$ cat config.mk
export PLATFORM = sky130hd
export DESIGN_NAME = gx_expander
export DESIGN_NICKNAME = d
export VERILOG_FILES = /design/src/rtl/gx_expander.v /design/src/rtl/gx_sync.v /design/src/rtl/gx_pin_bank.v
export VERILOG_INCLUDE_DIRS = /design/src /design/src/include
export SDC_FILE = /design/constraint.sdc
export NUM_CORES = 1
export LEC_CHECK = 0
export BUFFER_PORTS_ARGS = -buffer_cell sky130_fd_sc_hd__buf_2
export CELL_PAD_IN_SITES_DETAIL_PLACEMENT = 0
export CELL_PAD_IN_SITES_GLOBAL_PLACEMENT = 2
export CORE_UTILIZATION = 26
export CTS_CLUSTER_SIZE = 25
export DETAILED_ROUTE_END_ITERATION = 8
export HOLD_SLACK_MARGIN = 0.02
export PLACE_DENSITY = 0.6
export SLEW_MARGIN = 20
export SYNTH_ARGS = -nofsm -noshare
export SYNTH_HDL_FRONTEND = slang
export SYNTH_HIERARCHICAL = 1
export SYNTH_SLANG_ARGS = --single-unit
$ cat constraint.sdc
create_clock -name clk -period 3.51 [get_ports clk]
set_clock_uncertainty 0.15 [all_clocks]
set_input_delay 0 -clock clk [delete_from_list [all_inputs] [get_ports clk]]
set_output_delay 0 -clock clk [all_outputs]
set_load 0.05 [all_outputs]
$ cat src/include/gx_map.vh
// Constants for the 16-bit serial GPIO expander: register offsets,
// reset values, field positions and timing figures.
// Assumes a single 100 MHz core clock.
`ifndef GX_MAP_VH
`define GX_MAP_VH

// ****************************************
// Register offsets (command byte values)
// ****************************************
`define GX_OFS_IN_LO 8'h00
`define GX_OFS_IN_HI 8'h01
`define GX_OFS_OUT_LO 8'h02
`define GX_OFS_OUT_HI 8'h03
`define GX_OFS_INV_LO 8'h04
`define GX_OFS_INV_HI 8'h05
`define GX_OFS_DIR_LO 8'h06
`define GX_OFS_DIR_HI 8'h07
`define GX_OFS_TOUT 8'h08
`define GX_OFS_RSVD 8'hFF

// ****************************************
// Reset values
// ****************************************
`define GX_RST_OUT 8'hFF
`define GX_RST_INV 8'h00
`define GX_RST_DIR 8'hFF
`define GX_RST_TOUT 8'h01
`define GX_RST_SNAP 16'hFFFF

// ****************************************
// Field positions
// ****************************************
`define GX_TOUT_EN_BIT 0
`define GX_RW_BIT 0
`define GX_STRAP_BUS_BIT 1
`define GX_STRAP_LVL_BIT 0

// ****************************************
// Timing
// ****************************************
`define GX_CLK_PERIOD_NS 10
`define GX_TOUT_US 29000

`endif

$ cat src/rtl/gx_expander.v
// 16-bit GPIO expander reached as a two-wire serial slave.
// Assumes open-drain bus lines resolved outside; the serial clock is
// sampled by clk, which must run well above the bus bit rate.
`timescale 1ns/100ps
`default_nettype none
`include "gx_map.vh"

module gx_expander #(
  parameter TOUT_CYC = (`GX_TOUT_US * 1000 + `GX_CLK_PERIOD_NS - 1)
    / `GX_CLK_PERIOD_NS,
  parameter TOUT_W = 22
) (
  input wire clk,
  input wire nrst,
  input wire scl_i,
  input wire sda_i,
  output wire sda_o,
  output reg sda_oe,
  input wire [1:0] addr_strap_0,
  input wire [1:0] addr_strap_1,
  input wire [1:0] addr_strap_2,
  input wire [15:0] port_pins_i,
  output wire [15:0] port_pins_o,
  output wire [15:0] port_pins_oe,
  output wire int_n_o,
  output reg int_n_oe
);

  // ****************************************
  // States and byte phases
  // ****************************************
  localparam [4:0] ST_IDLE = 5'h01;
  localparam [4:0] ST_RX = 5'h02;
  localparam [4:0] ST_ACK = 5'h04;
  localparam [4:0] ST_TX = 5'h08;
  localparam [4:0] ST_MACK = 5'h10;
  localparam [1:0] PH_ADDR = 2'h0;
  localparam [1:0] PH_CMD = 2'h1;
  localparam [1:0] PH_DATA = 2'h2;
  localparam [31:0] TOUT_LAST_W = TOUT_CYC - 1;
  localparam [TOUT_W-1:0] TOUT_LAST = TOUT_LAST_W[TOUT_W-1:0];

  // ****************************************
  // Pin synchronisation
  // ****************************************
  wire [23:0] sync_q;
  wire scl_s;
  wire sda_s;
  wire [15:0] pins_s;
  wire [1:0] strap0_s;
  wire [1:0] strap1_s;
  wire [1:0] strap2_s;

  gx_sync #(
    .W(24),
    .RST(24'hFFFFFF)
  ) u_sync (
    .clk(clk),
    .nrst(nrst),
    .d({addr_strap_2, addr_strap_1, addr_strap_0, port_pins_i,
      sda_i, scl_i}),
    .q(sync_q)
  );

  assign scl_s = sync_q[0];
  assign sda_s = sync_q[1];
  assign pins_s = sync_q[17:2];
  assign strap0_s = sync_q[19:18];
  assign strap1_s = sync_q[21:20];
  assign strap2_s = sync_q[23:22];

  // ****************************************
  // Bus edge and condition detection
  // ****************************************
  reg scl_d_q;
  reg sda_d_q;
  wire scl_rise;
  wire scl_fall;
  wire start_det;
  wire stop_det;

  always @(posedge clk or negedge nrst) begin
    if (!nrst) begin
      scl_d_q <= 1'b1;
      sda_d_q <= 1'b1;
    end else begin
      scl_d_q <= scl_s;
      sda_d_q <= sda_s;
    end
  end

  assign scl_rise = scl_s & ~scl_d_q;
  assign scl_fall = ~scl_s & scl_d_q;
  // Data moves only while clock is low, so any edge with clock high
  // is a bus condition, never a bit
  assign start_det = scl_s & scl_d_q & sda_d_q & ~sda_s;
  assign stop_det = scl_s & scl_d_q & ~sda_d_q & sda_s;

  // ****************************************
  // Slave address from straps
  // ****************************************
  // Each strap code: bit 1 set when tied to a bus line, bit 0 its level
  function [6:0] strap_addr;
    input [1:0] s2;
    input [1:0] s1;
    input [1:0] s0;
    begin
      strap_addr = {s2[`GX_STRAP_BUS_BIT], ~s1[`GX_STRAP_BUS_BIT],
        s1[`GX_STRAP_BUS_BIT], s0[`GX_STRAP_BUS_BIT],
        s2[`GX_STRAP_LVL_BIT], s1[`GX_STRAP_LVL_BIT],
        s0[`GX_STRAP_LVL_BIT]};
    end
  endfunction

  // Pair partner of a register; timeout and unknown codes stay put
  function [7:0] pair_of;
    input [7:0] p;
    begin
      if (p < `GX_OFS_TOUT) begin
        pair_of = p ^ 8'h01;
      end else begin
        pair_of = p;
      end
    end
  endfunction

  // ****************************************
  // Register file
  // ****************************************
  // Writable registers live at index (offset - 2)
  reg [7:0] rf_q [0:6];
  reg [15:0] snap_q;
  reg [7:0] cmd_q;
  reg [7:0] ptr_q;
  reg [6:0] addr_q;
  wire [15:0] out_lvl;
  wire [15:0] inv;
  wire [15:0] dir;
  wire [15:0] in_view;
  wire tout_en;

  assign out_lvl = {rf_q[1], rf_q[0]};
  assign inv = {rf_q[3], rf_q[2]};
  assign dir = {rf_q[5], rf_q[4]};
  assign tout_en = rf_q[6][`GX_TOUT_EN_BIT];
  // Real pin levels, inverted only where the pin is an input
  assign in_view = pins_s ^ (inv & dir);

  function [7:0] reset_val;
    input [2:0] idx;
    begin
      if (idx < 3'd2) begin
        reset_val = `GX_RST_OUT;
      end else if (idx < 3'd4) begin
        reset_val = `GX_RST_INV;
      end else if (idx < 3'd6) begin
        reset_val = `GX_RST_DIR;
      end else begin
        reset_val = `GX_RST_TOUT;
      end
    end
  endfunction

  // Byte to send: first of a read uses the command, later ones the pointer
  reg [4:0] state_q;
  reg [7:0] tx_idx;
  reg [7:0] tx_byte;
  wire [7:0] tx_off;

  assign tx_off = tx_idx - 8'h02;

  always @* begin
    tx_idx = (state_q == ST_MACK) ? ptr_q : cmd_q;
    if (tx_idx == `GX_OFS_IN_LO) begin
      tx_byte = in_view[7:0];
    end else if (tx_idx == `GX_OFS_IN_HI) begin
      tx_byte = in_view[15:8];
    end else if (tx_idx <= `GX_OFS_TOUT) begin
      tx_byte = rf_q[tx_off[2:0]];
    end else begin
      tx_byte = 8'h00;
    end
  end

  // ****************************************
  // Serial state machine
  // ****************************************
  reg [1:0] phase_q;
  reg [3:0] bit_q;
  reg [7:0] sh_q;
  reg [7:0] tx_q;
  reg mack_q;
  reg [TOUT_W-1:0] tout_q;
  wire tout_hit;
  wire [7:0] wr_off;
  integer i;

  assign wr_off = ptr_q - 8'h02;
  assign sda_o = 1'b0;
  assign tout_hit = (tout_q == TOUT_LAST);

  // Bus-stuck watchdog; runs only inside a transfer
  always @(posedge clk or negedge nrst) begin
    if (!nrst) begin
      tout_q <= {TOUT_W{1'b0}};
    end else if (state_q == ST_IDLE || !tout_en || (scl_s & sda_s)
      || tout_hit) begin
      tout_q <= {TOUT_W{1'b0}};
    end else begin
      tout_q <= tout_q + 1'b1;
    end
  end

  // Straps are followed only while idle so an address never shifts
  // under a transfer
  always @(posedge clk or negedge nrst) begin
    if (!nrst) begin
      addr_q <= 7'h00;
    end else if (state_q == ST_IDLE) begin
      addr_q <= strap_addr(strap2_s, strap1_s, strap0_s);
    end
  end

  always @(posedge clk or negedge nrst) begin
    if (!nrst) begin
      state_q <= ST_IDLE;
      phase_q <= PH_ADDR;
      bit_q <= 4'h0;
      sh_q <= 8'h00;
      tx_q <= 8'h00;
      mack_q <= 1'b0;
      sda_oe <= 1'b0;
      cmd_q <= 8'h00;
      ptr_q <= 8'h00;
      snap_q <= `GX_RST_SNAP;
      for (i = 0; i < 7; i = i + 1) begin
        rf_q[i] <= reset_val(i[2:0]);
      end
    end else if (tout_en && tout_hit) begin
      state_q <= ST_IDLE;
      sda_oe <= 1'b0;
    end else if (start_det) begin
      state_q <= ST_RX;
      phase_q <= PH_ADDR;
      bit_q <= 4'h0;
      sda_oe <= 1'b0;
    end else if (stop_det) begin
      state_q <= ST_IDLE;
      sda_oe <= 1'b0;
    end else begin
      case (state_q)
        ST_RX: begin
          if (scl_rise) begin
            sh_q <= {sh_q[6:0], sda_s};
            bit_q <= bit_q + 4'h1;
          end else if (scl_fall && bit_q == 4'h8) begin
            bit_q <= 4'h0;
            if (phase_q == PH_ADDR && sh_q[7:1] != addr_q) begin
              state_q <= ST_IDLE;
            end else begin
              sda_oe <= 1'b1;
              state_q <= ST_ACK;
            end
          end
        end
        ST_ACK: begin
          if (scl_fall) begin
            sda_oe <= 1'b0;
            if (phase_q == PH_ADDR && sh_q[`GX_RW_BIT]) begin
              // Read: first byte from the kept command
              tx_q <= tx_byte;
              sda_oe <= ~tx_byte[7];
              ptr_q <= pair_of(tx_idx);
              if (tx_idx == `GX_OFS_IN_LO) begin
                snap_q[7:0] <= pins_s[7:0];
              end else if (tx_idx == `GX_OFS_IN_HI) begin
                snap_q[15:8] <= pins_s[15:8];
              end
              state_q <= ST_TX;
            end else if (phase_q == PH_ADDR) begin
              phase_q <= PH_CMD;
              state_q <= ST_RX;
            end else if (phase_q == PH_CMD) begin
              cmd_q <= sh_q;
              ptr_q <= sh_q;
              phase_q <= PH_DATA;
              state_q <= ST_RX;
            end else begin
              // Input registers and unknown codes drop the data
              if (ptr_q >= `GX_OFS_OUT_LO && ptr_q <= `GX_OFS_TOUT) begin
                rf_q[wr_off[2:0]] <= sh_q;
              end
              ptr_q <= pair_of(ptr_q);
              state_q <= ST_RX;
            end
          end
        end
        ST_TX: begin
          if (scl_fall) begin
            bit_q <= bit_q + 4'h1;
            if (bit_q == 4'h7) begin
              sda_oe <= 1'b0;
              bit_q <= 4'h0;
              state_q <= ST_MACK;
            end else begin
              sda_oe <= ~tx_q[6];
              tx_q <= {tx_q[6:0], 1'b0};
            end
          end
        end
        ST_MACK: begin
          if (scl_rise) begin
            mack_q <= ~sda_s;
          end else if (scl_fall) begin
            if (mack_q) begin
              tx_q <= tx_byte;
              sda_oe <= ~tx_byte[7];
              ptr_q <= pair_of(tx_idx);
              if (tx_idx == `GX_OFS_IN_LO) begin
                snap_q[7:0] <= pins_s[7:0];
              end else if (tx_idx == `GX_OFS_IN_HI) begin
                snap_q[15:8] <= pins_s[15:8];
              end
              state_q <= ST_TX;
            end else begin
              // Nack ends the read; wait for stop or start
              state_q <= ST_IDLE;
            end
          end
        end
        default: begin
          state_q <= state_q;
        end
      endcase
    end
  end

  // ****************************************
  // Pins and interrupt
  // ****************************************
  wire [1:0] chg;

  gx_pin_bank #(
    .NPORT(2),
    .PW(8)
  ) u_pins (
    .clk(clk),
    .nrst(nrst),
    .pins_s(pins_s),
    .out_lvl(out_lvl),
    .dir(dir),
    .snap(snap_q),
    .pins_o(port_pins_o),
    .pins_oe(port_pins_oe),
    .chg(chg)
  );

  assign int_n_o = 1'b0;

  always @(posedge clk or negedge nrst) begin
    if (!nrst) begin
      int_n_oe <= 1'b0;
    end else begin
      int_n_oe <= |chg;
    end
  end

endmodule // gx_expander

`default_nettype wire

$ cat src/rtl/gx_sync.v
// Two-flop synchroniser for a bundle of slow pin levels.
// Assumes each bit is a level that stays put for many clock cycles.
`timescale 1ns/100ps
`default_nettype none

module gx_sync #(
  parameter W = 8,
  parameter [W-1:0] RST = {W{1'b1}}
) (
  input wire clk,
  input wire nrst,
  input wire [W-1:0] d,
  output reg [W-1:0] q
);

  reg [W-1:0] meta_q;

  always @(posedge clk or negedge nrst) begin
    if (!nrst) begin
      meta_q <= RST;
      q <= RST;
    end else begin
      meta_q <= d;
      q <= meta_q;
    end
  end

endmodule // gx_sync

`default_nettype wire

$ cat src/rtl/gx_pin_bank.v
// Port pin drivers and per-port change detection.
// Assumes synchronised pin levels and register values from the same clock.
`timescale 1ns/100ps
`default_nettype none

module gx_pin_bank #(
  parameter NPORT = 2,
  parameter PW = 8
) (
  input wire clk,
  input wire nrst,
  input wire [NPORT*PW-1:0] pins_s,
  input wire [NPORT*PW-1:0] out_lvl,
  input wire [NPORT*PW-1:0] dir,
  input wire [NPORT*PW-1:0] snap,
  output reg [NPORT*PW-1:0] pins_o,
  output reg [NPORT*PW-1:0] pins_oe,
  output wire [NPORT-1:0] chg
);

  // ****************************************
  // Drivers
  // ****************************************
  always @(posedge clk or negedge nrst) begin
    if (!nrst) begin
      pins_o <= {NPORT*PW{1'b1}};
      pins_oe <= {NPORT*PW{1'b0}};
    end else begin
      pins_o <= out_lvl;
      pins_oe <= ~dir;
    end
  end

  // ****************************************
  // Change detection per port
  // ****************************************
  // Only input pins count; flag drops when pin returns to stored level
  genvar g;
  generate
    for (g = 0; g < NPORT; g = g + 1) begin : g_port
      assign chg[g] = |((pins_s[g*PW +: PW] ^ snap[g*PW +: PW])
        & dir[g*PW +: PW]);
    end
  endgenerate

endmodule // gx_pin_bank

`default_nettype wire

==> After elaboration in Yosys (flattened, before gate mapping) <==
Cells that the tools add are included.
{ "classes": {"addsub": 4, "n_bitwise": 32, "n_mux": 80, "reduce_logical": 32, "magnitude_cmp": 8, "eq_ne": 34} }
{ "op_table": {"columns": ["operator", "n"], "rows": [
  ["2-to-1 mux 8 bit", 17],
  ["2-to-1 mux 16 bit", 5],
  ["bitwise mux 56 bit", 1],
  ["2-to-1 mux 5 bit", 10],
  ["2-to-1 mux 7 bit", 7],
  ["2-to-1 mux 4 bit", 8],
  ["case mux 16 bit (2 select lines)", 1],
  ["inequality test 5 bit, second input constant", 6],
  ["AND reduction 9 bit", 3],
  ["binary-select mux 8 bit (select 3 bit)", 1],
  ["demux 8 bit (select 3 bit)", 1],
  ["adder 22 x 1 -> 22 bit, second input constant", 1],
  ["equality test 22 bit, second input constant", 1],
  ["2-to-1 mux 22 bit", 1],
  ["case mux 7 bit (3 select lines)", 1],
  ["case mux 5 bit (4 select lines)", 1],
  ["AND reduction 10 bit", 2],
  ["inequality test 2 bit, second input constant", 9],
  ["AND 16 bit", 1],
  ["AND 8 bit", 2],
  ["less-or-equal comparator 8 x 4 -> 1 bit, second input constant", 2],
  ["less-than comparator 8 x 4 -> 1 bit, second input constant", 2],
  ["inverter 16 bit", 1],
  ["case mux 8 bit (2 select lines)", 1],
  ["41 further kinds", 105]
]} }
{ "word_totals": {"elab_cells": 217, "input_bits": 26, "out_inout_bits": 36, "reg_bits": 228} }

==> Longest topological paths before layout <==
Gate-level depths: netlist of run 1.
{ "logic_depth": {"word_depth": 18, "mapped_depth": 10} }

==> Modules after synthesis <==
The synthesis of run 1 kept the hierarchy.
{ "modules_own_cells": {"columns": ["mod", "instances", "seq_area_each_um2", "area_each_um2", "cells_each"], "rows": [
  ["gx_expander", 1, 3768.6, 7766.2, 691],
  ["gx_sync", 1, 1261.2, 1261.2, 48],
  ["gx_pin_bank", 1, 820.8, 1086.0, 74]
]} }

==> Worst setup path after synthesis of run 1 <==
No wires, ideal clock.
{ "synth_timing": {"kind": "register -> register", "start": "register state_q[1]", "end": "register tx_q[6]", "slack_ns": 0.792, "synth_period_minus_slack_ns": 2.718, "path_stages_with_launch": 11, "n_path_buf": 1, "arrival_ns": 2.486, "cell_sequence": "dfrtp_1 > nor3_4 > nand2_1 > mux2_4 > clkinv_4 > ha_1 > clkbuf_1 > a21oi_1 > o21a_1 > or4_1 > a31oi_1"} }
{ "synth_between": {"elab_chain_len": 14, "elab_cells_between_ends": 30, "cone_classes": "1 x add/sub; 1 x order compare; 11 x eq/ne; 13 x mux; 1 x bitwise; 3 x reduce/logical"} }
{ "synth_lines": {"columns": ["element", "line_no", "source"], "rows": [
  ["start: declaration", "gx_expander.v:165", "reg [4:0] state_q;"],
  ["start signal: assignment", "gx_expander.v:332", "state_q <= state_q;"],
  ["equality test 5 bit", "gx_expander.v:173, gx_expander.v:251", null],
  ["2-to-1 mux 8 bit", "gx_expander.v:173", "tx_idx = (state_q == ST_MACK) ? ptr_q : cmd_q;"],
  ["subtractor 3 x 2 -> 3 bit", "gx_expander.v:170", "assign tx_off = tx_idx - 8'h02;"],
  ["inverter 3 -> 4 bit (implied by the code)", "gx_expander.v:179", "tx_byte = rf_q[tx_off[2:0]];"],
  ["binary-select mux 8 bit (select 3 bit)", "gx_expander.v:179", null],
  ["2-to-1 mux 8 bit (implied by the code) (2 in series)", "gx_expander.v:179", null],
  ["2-to-1 mux 8 bit", "gx_expander.v:178", "end else if (tx_idx <= `GX_OFS_TOUT) begin"],
  ["2-to-1 mux 8 bit", "gx_expander.v:176", "end else if (tx_idx == `GX_OFS_IN_HI) begin"],
  ["2-to-1 mux 8 bit", "gx_expander.v:174", "if (tx_idx == `GX_OFS_IN_LO) begin"],
  ["2-to-1 mux 7 bit", "gx_expander.v:315", "if (mack_q) begin"],
  ["2-to-1 mux 7 bit", "gx_expander.v:314", "end else if (scl_fall) begin"],
  ["2-to-1 mux 7 bit", "gx_expander.v:312", "if (scl_rise) begin"],
  ["case mux 7 bit (3 select lines)", "gx_expander.v:251", "case (state_q)"],
  ["end signal: assignment", "gx_expander.v:271", "tx_q <= tx_byte;"],
  ["end signal: assignment", "gx_expander.v:307", "tx_q <= {tx_q[6:0], 1'b0};"],
  ["end signal: assignment", "gx_expander.v:316", "tx_q <= tx_byte;"],
  ["end: declaration", "gx_expander.v:191", "reg [7:0] tx_q;"]
]} }
Several ways; a longest one is shown, not always the timed one. The select of a mux whose other input is x is not followed.
A chain may end at the register's enable or synchronous reset.

==> Worst setup path after layout of run 1 <==
{ "layout_timing": {"start": "register state_q[1]", "end": "register tx_q[4]"} }
The elaborated chain is that of the path after synthesis.

==> metrics.md, run 1 <==
| Metric | Value |
|---|---|
| Number of library cell types mapped by synthesis | `78` |
| Global Route met1 Usage | `20.2%` |
| Post-synthesis instance total | `813` |
| Grt met2 use | `20.7%` |
| PwrDens | `519 mW/mm^2` |
| Initial DRC count | `309` |
| Global-route usage over all layers | `13.6%` |
| Post-synth top area cell | `dfstp_2` |
| Area delta synth->final | `23.1%` |
| Vias/cell | `4.41` |
| CTS tree | `yes` |
| Post-synth top cells | `116 x dfstp_2, 112 x dfrtp_1, 97 x mux2_2` |
| ANT cells | `0` |
| Fin. Hold Viols | `0` |
| Routability congestion estimate | `0.822` |
| Critical-path maximum fanout | `12` |
| CTS root buf | `clkbuf_16` |
| Vias | `6450` |
| Max_cap viols | `0` |
| Arrival time worst endpoint | `3330 ps` |
| Clock tree buffer depth | `3` |
| CTS sink cnt | `228` |
| Main combinational cell family by area after synthesis | `multiplexers` |
| Adder-cell area share of the yosys netlist | `0.495%` |
| Worst setup endpoint | `tx_q[4]` |
| RSZ-0062 raised after global routing | `no` |
| Register-to-Register Setup Slack | `470 ps` |
| Worst Setup SP | `state_q[1]` |
| PostCTS Resize Cnt | `0` |
| Non-Filler Instances | `1464` |
| Synth Area in Compound Gates | `7.74%` |
| Synthesis-stage register bit count | `228` |
| TNS Setup | `0 ps` |
| Core Area | `0.0379 mm^2` |
| Post-synth EDFFs | `0` |
| Status | `finished clean` |
| Top-count cell post-synth | `dfstp_2` |
| Min Tclk post-route | `3040 ps` |
| Crit path launch type | `flop` |
| Share of post-route cells with drive strength above 1 | `37.8%` |
| Vias in the first global route | `6737` |
| XOR/XNOR Fraction of Synth Area | `5.11%` |
| Worst flop-to-flop path startpoint | `state_q[1]` |
| Starting Density | `26.7%` |
| Worst EP required | `3800 ps` |
| DP Cell Count | `1365` |
| Simple-gate share of the synthesized area | `12.2%` |
| Synth warn | `6` |
| GR Layer Usage met3 | `1.81%` |
| Post-CTS Setup Bufs | `0` |
| Reg2reg end | `tx_q[4]` |
| 1st-pass router iterations | `4` |
| Rows | `71` |
| Largest net degree at the start of global routing | `80` |
| Synth Flop Type | `dfstp_2` |
| Design area | `0.0124 mm^2` |
| Total CTS buffers | `27` |
| F_max | `329 MHz` |
| Worst reg2reg path depth | `9` |
| Die Y | `199 um` |
| Worst-skew pair later-pin latency | `560 ps` |
| Post-synthesis cell area | `0.0101 mm^2` |
| Pleak | `5.05 nW` |
| First-pass GRT wire length | `41000 um` |
| Crit path capture type | `flop` |
| Yosys top cell area share | `30.1%` |
| Area of the die | `0.0397 mm^2` |
| Antenna Nets Post-Route | `0` |
| Grt total ovfl | `0` |
| Ys async rst share | `100%` |
| Initial antenna violation count | `1` |
| Post-synthesis area per instance | `12.4 um^2` |
| CTS Hold Bufs | `50` |
| Ranking of synthesized cells by area | `dfstp_2 30%, dfrtp_1 28%, mux2_2 11%, xnor2_1 3.0%, nand2_1 2.1%` |
| Max H-tree Level | `1` |
| # setup viols final | `0` |
| Detailed placer's ending HPWL | `17900 um` |
| DRC | `0` |
| Tcrit/Tclk final | `86.7%` |
| Nets | `963` |
| Port-buffer cells | `59` |
| VDD IR max | `329 uV` |
| Reg clk slew, reported paths | `60 ps` |
| Slew margin rel. | `51.1%` |
| WS Path Type | `reg2reg` |
| Average routed wire per standard cell | `17.8 um` |
| Ports | `62` |
| Worst hold path type | `in2async` |
| Placed cell area | `0.0110 mm^2` |
| Final Max Slew Viols | `0` |
| Die width | `199 um` |
| Routed WL | `26000 um` |
| Mux cell area share after synthesis | `13.9%` |
| Gr busiest metal | `met2` |
| Seq/Total Area, Yosys | `57.8%` |
| Tightest Pin Transition | `733 ps` |
## worst max-delay path: stages, from the launching register on
cell and delay (ps):
dfrtp_1 450, nor3_4 270, nand2_1 130, mux2_4 310, clkinv_4 130, ha_1 580, nand2_1 210, o22ai_1 240
o31ai_1 110, a221o_1 330
## stage by stage
step	hold slack, ps	worst slack, ps	power [mW]	util, %
after CTS	135	507	6.59	32.8
after floorplan	-446	792	3.33	-
after global routing	190	264	6.77	32.8
after detailed placement	-103	499	3.59	29.0
after global placement	-102	568	3.59	29.0
final	125	468	6.47	32.8
## per-layer routing
layer / up-vias / routed length, um
met5: - / 0
met2: 93 / 11600
li1: 3118 / -
met4: 0 / 424
met3: 27 / 969
met1: 3212 / 13000
## placed cells by master, fill, tap and decap left out, drive strengths merged, types with 5 or more instances in the layout
cell type / n
mux2i: 13
nand2b: 8
nand2: 60
a221o: 5
o31ai: 8
nor3: 7
buf: 69
and3: 9
dlygate4sd3: 49
nand4: 6
or4: 7
a21oi: 24
or2: 5
or3: 6
nor4: 8
nor2: 60
o21ai: 32
a221oi: 5
xor2: 24
clkbuf: 46
nor2b: 5
a22oi: 5
xnor2: 35
mux2: 111
nand3: 24
inv: 29
dfrtp: 112
o22ai: 14
dfstp: 116
## state kept, by name, summed over array words and instances, names as in the netlist, 2 cells and up
signal / count
addr_q: 7
tx_q: 7
tout_q: 22
u_pins/pins_oe: 16
u_sync/meta_q: 24
cmd_q: 8
state_q: 5
dir: 16
u_sync/q: 24
rf_q: 8
ptr_q: 8
sh_q: 8
u_pins/pins_o: 16
inv: 16
phase_q: 2
out_lvl: 16
snap_q: 16
bit_q: 4
## worst min path at each step
stage                     start                to  slack [ps]  cells after the start
after global placement     nrst         tout_q[9]        -100                      1
after CTS                  nrst  u_sync/meta_q[7]         130                      2
after detailed placement   nrst         tout_q[7]        -100                      1
after floorplan            nrst         addr_q[0]        -450                      0
after global routing       nrst           rf_q[0]         190                      2
final                      nrst           rf_q[0]         130                      2
## logic make-up (layout without fill, tap and decap cells)
kind of cell / count (synthesis) / in the layout
flops: 228 / 228
simple gates: 221 / 221
mux: 125 / 125
compound gates: 118 / 118
xor+xnor: 59 / 59
buf+inv: 57 / 196
fa+ha+maj: 4 / 4
other cells: 1 / 2
## cell type report
class / count / area, um^2
fill: 3854 / 25500
clock inverter: 3 / 57.6
inverter: 29 / 114
timing repair buffer: 118 / 908
tap: 511 / 639
sequential: 228 / 5850
clock buffer: 46 / 878
multi-input combinational: 529 / 4000
## where the power goes
group	internal, mW	switching, mW
clock network	1.77	1.12
registers	2.79	0.127
logic	0.289	0.368
total	4.85	1.61
(Power assumes the default switching activity.)
==> run 2: changes to the inputs <==
--- a/config.mk
+++ b/config.mk
@@ -14,6 +14,7 @@
 export DETAILED_ROUTE_END_ITERATION = 8
 export HOLD_SLACK_MARGIN = 0.02
 export PLACE_DENSITY = 0.6
+export REMOVE_ABC_BUFFERS = 1
 export SLEW_MARGIN = 20
 export SYNTH_ARGS = -nofsm -noshare
 export SYNTH_HDL_FRONTEND = slang
==> run 2 against run 1 <==
Against the previous run: critical path depth is the same; sequential power is essentially flat; die area is the same; fmax grew 0.94%; cell count grew 0.27%; final area shrank 0.10%; via count grew 2.3%; flip-flop and latch count is the same; combinational power grew 2%.
==> metrics.md, run 2 (synthesis results as in run 1) <==
| Metric | Value |
|---|---|
| Status | `finished clean` |
| Initial DRC count | `307 (-0.65%)` |
| Vias/cell | `4.50 (+2.0%)` |
| F_max | `332 MHz (+0.94%)` |
| Biggest regs | `u_sync/meta_q x24, u_sync/q x24, tout_q x22` |
| Grt total ovfl | `0 (unchanged)` |
| Internal power | `4.74 mW (-2.3%)` |
| Post-CTS Setup Bufs | `0 (unchanged)` |
| Min Tclk post-route | `3010 ps (-28.4 ps)` |
| CTS tree | `yes` |
| RSZ-0062 raised after global routing | `no` |
| Starting Density | `26.7% (unchanged)` |
| Die width | `199 um (unchanged)` |
| Antenna Nets Post-Route | `0 (unchanged)` |
| Reg clk slew, reported paths | `60 ps (about the same)` |
| Sw Ratio | `25.8% (+0.82 points)` |
| Pleak | `5.05 nW (about the same)` |
| Fillers | `3841 (-0.34%)` |
| 1st-pass router iterations | `5 (+1)` |
| Ports | `62 (unchanged)` |
| Initial antenna violation count | `1 (unchanged)` |
| Max_cap viols | `0 (unchanged)` |
| # setup viols final | `0 (unchanged)` |
| Core Util, Final | `32.8% (-0.033 points)` |
| Vias | `6599 (+2.3%)` |
| Worst-skew pair later-pin latency | `550 ps (about the same)` |
| Area delta synth->final | `22.9%` |
| VDD IR max | `365 uV (+11%)` |
| Slew margin rel. | `48.5% (-2.6 points)` |
| Total CTS buffers | `27 (unchanged)` |
| Switching Power | `1.64 mW (+2.0%)` |
| Register area | `0.00585 mm^2 (unchanged)` |
| TNS Setup | `0 ps (unchanged)` |
| Tightest Pin Transition | `773 ps (+39.6 ps)` |
| Worst hold path type | `in2async` |
| Vias in the first global route | `6745 (+0.12%)` |
| First-pass GRT wire length | `41200 um (+0.39%)` |
| Routability congestion estimate | `0.804 (-2.2%)` |
| Most common cell after layout, fill and taps aside | `dfstp_2` |
| Detailed placer's ending HPWL | `17700 um (-1.1%)` |
| Max H-tree Level | `1 (unchanged)` |
| Nets | `965 (+0.21%)` |
| Final Max Slew Viols | `0 (unchanged)` |
| CTS root buf | `clkbuf_16` |
| Comb pwr share | `10.5% (+0.3 points)` |
| Crit path launch type | `flop` |
| Footprint of the multi-input gates | `0.00400 mm^2 (unchanged)` |
| Arrival time worst endpoint | `3290 ps (-40 ps)` |
| Rows | `71 (unchanged)` |
| WS Path Type | `reg2reg` |
| Port-buffer cells | `59 (unchanged)` |
| Die Y | `199 um (unchanged)` |
| DRC | `0 (unchanged)` |
| Worst EP required | `3790 ps (about the same)` |
| Register-to-Register Setup Slack | `500 ps (+30 ps)` |
| Seq pwr share | `45.8% (+0.6 points)` |
| Worst flop-to-flop path startpoint | `state_q[1]` |
| Core Area | `0.0379 mm^2 (unchanged)` |
| Clk pwr share | `43.8% (-0.9 points)` |
| Area of the die | `0.0397 mm^2 (unchanged)` |
| Most frequent cells in the layout | `116 x dfstp_2, 112 x dfrtp_1, 97 x mux2_2` |
| Share of post-route cells with drive strength above 1 | `38.2% (+0.40 points)` |
| Average routed wire per standard cell | `17.8 um (+0.21%)` |
| CTS sink cnt | `228 (unchanged)` |
| Largest net degree at the start of global routing | `67 (-16%)` |
| Crit path capture type | `flop` |
| Clock tree buffer depth | `3 (unchanged)` |
| Tcrit/Tclk final | `85.9% (-0.81 points)` |
| Fin. Hold Viols | `0 (unchanged)` |
| PwrDens | `514 mW/mm^2 (-1.1%)` |
| Worst Setup SP | `state_q[1]` |
| Routed WL | `26100 um (+0.48%)` |
| Global-route usage over all layers | `13.6% (-0.015 points)` |
| Critical-path maximum fanout | `12 (unchanged)` |
## run 2: power by group through the flow
stage / clock network, mW / registers [mW] / logic [mW]
2_1_floorplan: 0 / 2.94 / 0.377
3_3_place_gp: 0 / 2.97 / 0.637
3_5_place_dp: 0 / 2.97 / 0.630
4_1_cts: 2.91 / 2.92 / 0.680
5_1_grt: 3.01 / 2.94 / 0.745
6_report: 2.79 / 2.92 / 0.669
## run 2: per-stage QoR
stage          worst slack [ps]  power [mW]  hold WS, ps  cell area [um^2]  std cells
2_1_floorplan               646        3.32         -446              9960        786
3_3_place_gp                566        3.60        -45.1             11000       1367
3_5_place_dp                530        3.60        -43.9             11000       1367
4_1_cts                     497        6.51          171             12400       1467
5_1_grt                     248        6.69          207             12400       1467
6_report                    496        6.39          163             12400       1468
## run 2: final timing paths
| kind | endpoint | depth (start not counted) |
|---|---|---|
| max in group asynchronous | u_sync/q[16] | 3 |
| worst max register to register | tx_q[2] | 9 |
| min in group clk | u_sync/q[7] | 0 |
| worst min-delay path | u_sync/meta_q[20] | 2 |
| worst min register to register | u_sync/q[7] | 0 |
| worst max-delay path | tx_q[2] | 9 |
## run 2: final cells by class
| type | instances | share of cell area [%] |
|---|---|---|
| diodes | 1 | 0.0201 |
| clock buffers | 38 | 6.34 |
| clock inverters | 12 | 0.885 |
| inverters | 29 | 0.916 |
| multi-input cells | 529 | 32.2 |
| flip-flops and latches | 228 | 47.1 |
| well taps | 511 | 5.14 |
| repair buffers | 120 | 7.49 |
## run 2: timing repair
action                    4_1_cts  5_1_grt
hold buffers                   50        0
hold endpoints to repair      191        0
gates resized for setup         0        0
## run 2: layer usage
layer  wire length, um  up-vias  GRT usage (%)
li1                  -     3124              -
met1             13100     3326           20.1
met2             11400      119           20.6
met3              1160       30           2.09
met4               491        0           3.42
met5                 0        -              0
## run 2: worst max-delay path: stages, from the launching register on
cell and delay (ps):
dfrtp_1 450, nor3_4 260, nand2_1 130, mux2_4 320, clkinv_4 130, ha_1 570
nand2_1 220, o22ai_1 220, o31ai_1 110, a221o_1 340
==> run 3: changes to the inputs <==
--- a/config.mk
+++ b/config.mk
@@ -6,7 +6,7 @@
 export SDC_FILE = /design/constraint.sdc
 export NUM_CORES = 1
 export LEC_CHECK = 0
-export BUFFER_PORTS_ARGS = -buffer_cell sky130_fd_sc_hd__buf_2
+export BUFFER_PORTS_ARGS = -buffer_cell sky130_fd_sc_hd__clkbuf_2
 export CELL_PAD_IN_SITES_DETAIL_PLACEMENT = 0
 export CELL_PAD_IN_SITES_GLOBAL_PLACEMENT = 2
 export CORE_UTILIZATION = 26
==> run 3 against run 2 <==
Against the previous run: worst setup slack better by 27 ps; sequential power about the same; sequential share of layout area about the same; cell count about the same; largest power group unchanged; power down 0.16%; die area unchanged; final area about the same; combinational power down 2%; non-clock buffer count up 2; critical path depth unchanged.
==> metrics.md, run 3 (synthesis results as in run 1) <==
| Metric | Value |
|---|---|
| Antenna Nets Post-Route | `0 (unchanged)` |
| WL met1 | `13000 um (-1.1%)` |
| Area of the die | `0.0397 mm^2 (unchanged)` |
| Worst flop-to-flop path startpoint | `state_q[1]` |
| VDD IR max | `353 uV (-3.2%)` |
| Bufs and invs on worst path | `1 (unchanged)` |
| Grt total ovfl | `0 (unchanged)` |
| Seq pwr share | `46.1% (+0.3 points)` |
| WS Path Type | `reg2reg` |
| Tightest Pin Transition | `691 ps (-81.9 ps)` |
| Detailed placer's ending HPWL | `18100 um (+2.2%)` |
| ANT cells | `0 (-1)` |
| Met2 WL | `11500 um (+1.5%)` |
| Sw Ratio | `25.4% (-0.32 points)` |
| Vias/cell | `4.50 (about the same)` |
| DRC | `0 (unchanged)` |
| Worst EP required | `3840 ps (+50 ps)` |
| Worst hold path type | `in2async` |
| Die width | `199 um (unchanged)` |
| First-pass GRT wire length | `41600 um (+1.0%)` |
| Crit path capture type | `flop` |
| Initial antenna violation count | `0 (-1)` |
| # setup viols final | `0 (unchanged)` |
| Switching Power | `1.62 mW (-1.4%)` |
| Tcrit/Tclk final | `85.1% (-0.78 points)` |
| Max incr delay on CP | `510 ps (-60 ps)` |
| Vias in the first global route | `6913 (+2.5%)` |
| Crit path launch type | `flop` |
| Max H-tree Level | `1 (unchanged)` |
| Final Max Slew Viols | `0 (unchanged)` |
| Biggest regs | `u_sync/meta_q x24, u_sync/q x24, tout_q x22` |
| CTS tree | `yes` |
| Most used cell, CP | `nand2_1` |
| Worst reg2reg path depth | `9 (unchanged)` |
| Die Y | `199 um (unchanged)` |
| Fillers | `3856 (+0.39%)` |
| F_max | `335 MHz (+0.91%)` |
| CTS root buf | `clkbuf_16` |
| Status | `finished clean` |
| TNS Setup | `0 ps (unchanged)` |
| 1st-pass router iterations | `4 (-1)` |
| Reg clk slew, reported paths | `60 ps (about the same)` |
| RSZ-0062 raised after global routing | `no` |
| Critical-path maximum fanout | `12 (unchanged)` |
| Routed WL | `26200 um (+0.19%)` |
| CP cell instances | `nor3_4 -> nand2_1 -> mux2_4 -> clkinv_4 -> ha_1 -> nand2_1 -> o22ai_1 -> or4_1 -> a31oi_1` |
| Slew margin rel. | `54.0% (+5.5 points)` |
| Worst-skew pair later-pin latency | `550 ps (about the same)` |
| Slowest-stage cell, CP | `or4_1` |
| CTS sink cnt | `228 (unchanged)` |
| PwrDens | `513 mW/mm^2 (about the same)` |
| Worst Setup SP | `state_q[1]` |
| Largest net degree at the start of global routing | `72 (+7.5%)` |
| Initial DRC count | `299 (-2.6%)` |
| Met3 WL | `1100 um (-5.3%)` |
| Comb pwr share | `10.3% (-0.2 points)` |
| Total CTS buffers | `27 (unchanged)` |
| Internal power | `4.75 mW (+0.26%)` |
| Worst setup endpoint | `tx_q[6]` |
| Max layer used | `met4` |
| Rows | `71 (unchanged)` |
| Min Tclk post-route | `2990 ps (-27.3 ps)` |
| Core Area | `0.0379 mm^2 (unchanged)` |
| Share of post-route cells with drive strength above 1 | `38.0% (-0.18 points)` |
| Routability congestion estimate | `0.843 (+4.8%)` |
| Average routed wire per standard cell | `17.8 um (+0.12%)` |
| Area delta synth->final | `22.8% (about the same)` |
| Max_cap viols | `0 (unchanged)` |
| Register-to-Register Setup Slack | `520 ps (+30 ps)` |
| Starting Density | `26.7% (unchanged)` |
| Pleak | `5.06 nW (+0.17%)` |
| Fin. Hold Viols | `0 (unchanged)` |
| Nets | `967 (+0.21%)` |
| Clk pwr share | `43.6% (-0.2 points)` |
| Vias | `6610 (+0.17%)` |
| Ports | `62 (unchanged)` |
| Levels on crit path | `9 (unchanged)` |
| Most common cell after layout, fill and taps aside | `dfstp_2` |
| Hold_ws | `139 ps (-24.1 ps)` |
| Arrival time worst endpoint | `3310 ps (+20 ps)` |
| Reg2reg end | `tx_q[6]` |
| Most frequent cells in the layout | `116 x dfstp_2, 112 x dfrtp_1, 97 x mux2_2` |
| Top Family by Delay on Critical Path | `simple AND/OR/NAND/NOR gates` |
| Port-buffer cells | `59 (unchanged)` |
| Clock tree buffer depth | `3 (unchanged)` |
| Global-route usage over all layers | `13.8% (+0.20 points)` |
run 3: changes by cell type in the layout (fill, tap and decap cells not counted):
cell        before  now
inv_4            0    1
buf_2           58    0
clkbuf_2         0   58
clkbuf_8         5    6
buf_12           2    1
diode_2          1    0
inv_16           1    0
clkbuf_1         5    8
clkinv_2         7    4
buf_4            9   12
clkinvlp_4       1    0
run 3: worst min-delay path by stage:
stage	from	endpoint	cells after the start
floorplan	nrst	addr_q[0]	0
global placement	nrst	tout_q[9]	1
detailed placement	nrst	tout_q[8]	1
CTS	nrst	u_sync/meta_q[0]	2
global route	nrst	u_sync/meta_q[0]	2
finish	nrst	u_sync/meta_q[1]	2
run 3: metal layers:
| metal | vias to the layer above | GRT usage (%) |
|---|---|---|
| li1 | 3118 | - |
| met1 | 3325 | 20.0 |
| met2 | 132 | 21.0 |
| met3 | 35 | 2.21 |
| met4 | 0 | 4.27 |
| met5 | - | 0 |
run 3: cell type report:
type	count	area [um^2]	share of cell area, %
clock inverter	8	73.8	0.594
inverter	29	114	0.917
clock buffer	42	813	6.55
timing repair buffer	122	933	7.51
multi-input combinational	529	4000	32.2
sequential	228	5850	47.1
tap	511	639	5.15
run 3: power by group through the flow:
| stage | logic [mW] | clock network, mW | registers [mW] |
|---|---|---|---|
| finish | 0.656 | 2.78 | 2.94 |
| global route | 0.737 | 3.00 | 2.96 |
| CTS | 0.665 | 2.89 | 2.94 |
| detailed placement | 0.616 | 0 | 2.98 |
| global placement | 0.618 | 0 | 2.98 |
| floorplan | 0.377 | 0 | 2.94 |
run 3: metrics by stage:
stage | instances | instance area (um^2) | worst slack (ps) | total power, mW | util [%]
6_report | 1469 | 12400 | 523 | 6.37 | 32.8
5_1_grt | 1469 | 12400 | 286 | 6.70 | 32.8
4_1_cts | 1469 | 12400 | 530 | 6.50 | 32.8
3_5_place_dp | 1369 | 11000 | 510 | 3.60 | 29.0
3_3_place_gp | 1369 | 11000 | 612 | 3.60 | 29.0
2_1_floorplan | 786 | 9960 | 646 | 3.32 | -
run 3: timing repair:
item,CTS,global route
endpoints found under the setup margin,0,0
gates resized for setup,0,0
endpoints found under the hold margin,162,0
buffers inserted,0,0
hold buffers,50,0
run 3: worst register-to-register path, cell delays in order, from the launching register on:
cell	delay, ps
dfrtp_1	450
nor3_4	280
nand2_1	130
mux2_4	310
clkinv_4	130
ha_1	460
nand2_1	230
o22ai_1	100
or4_1	510
a31oi_1	170
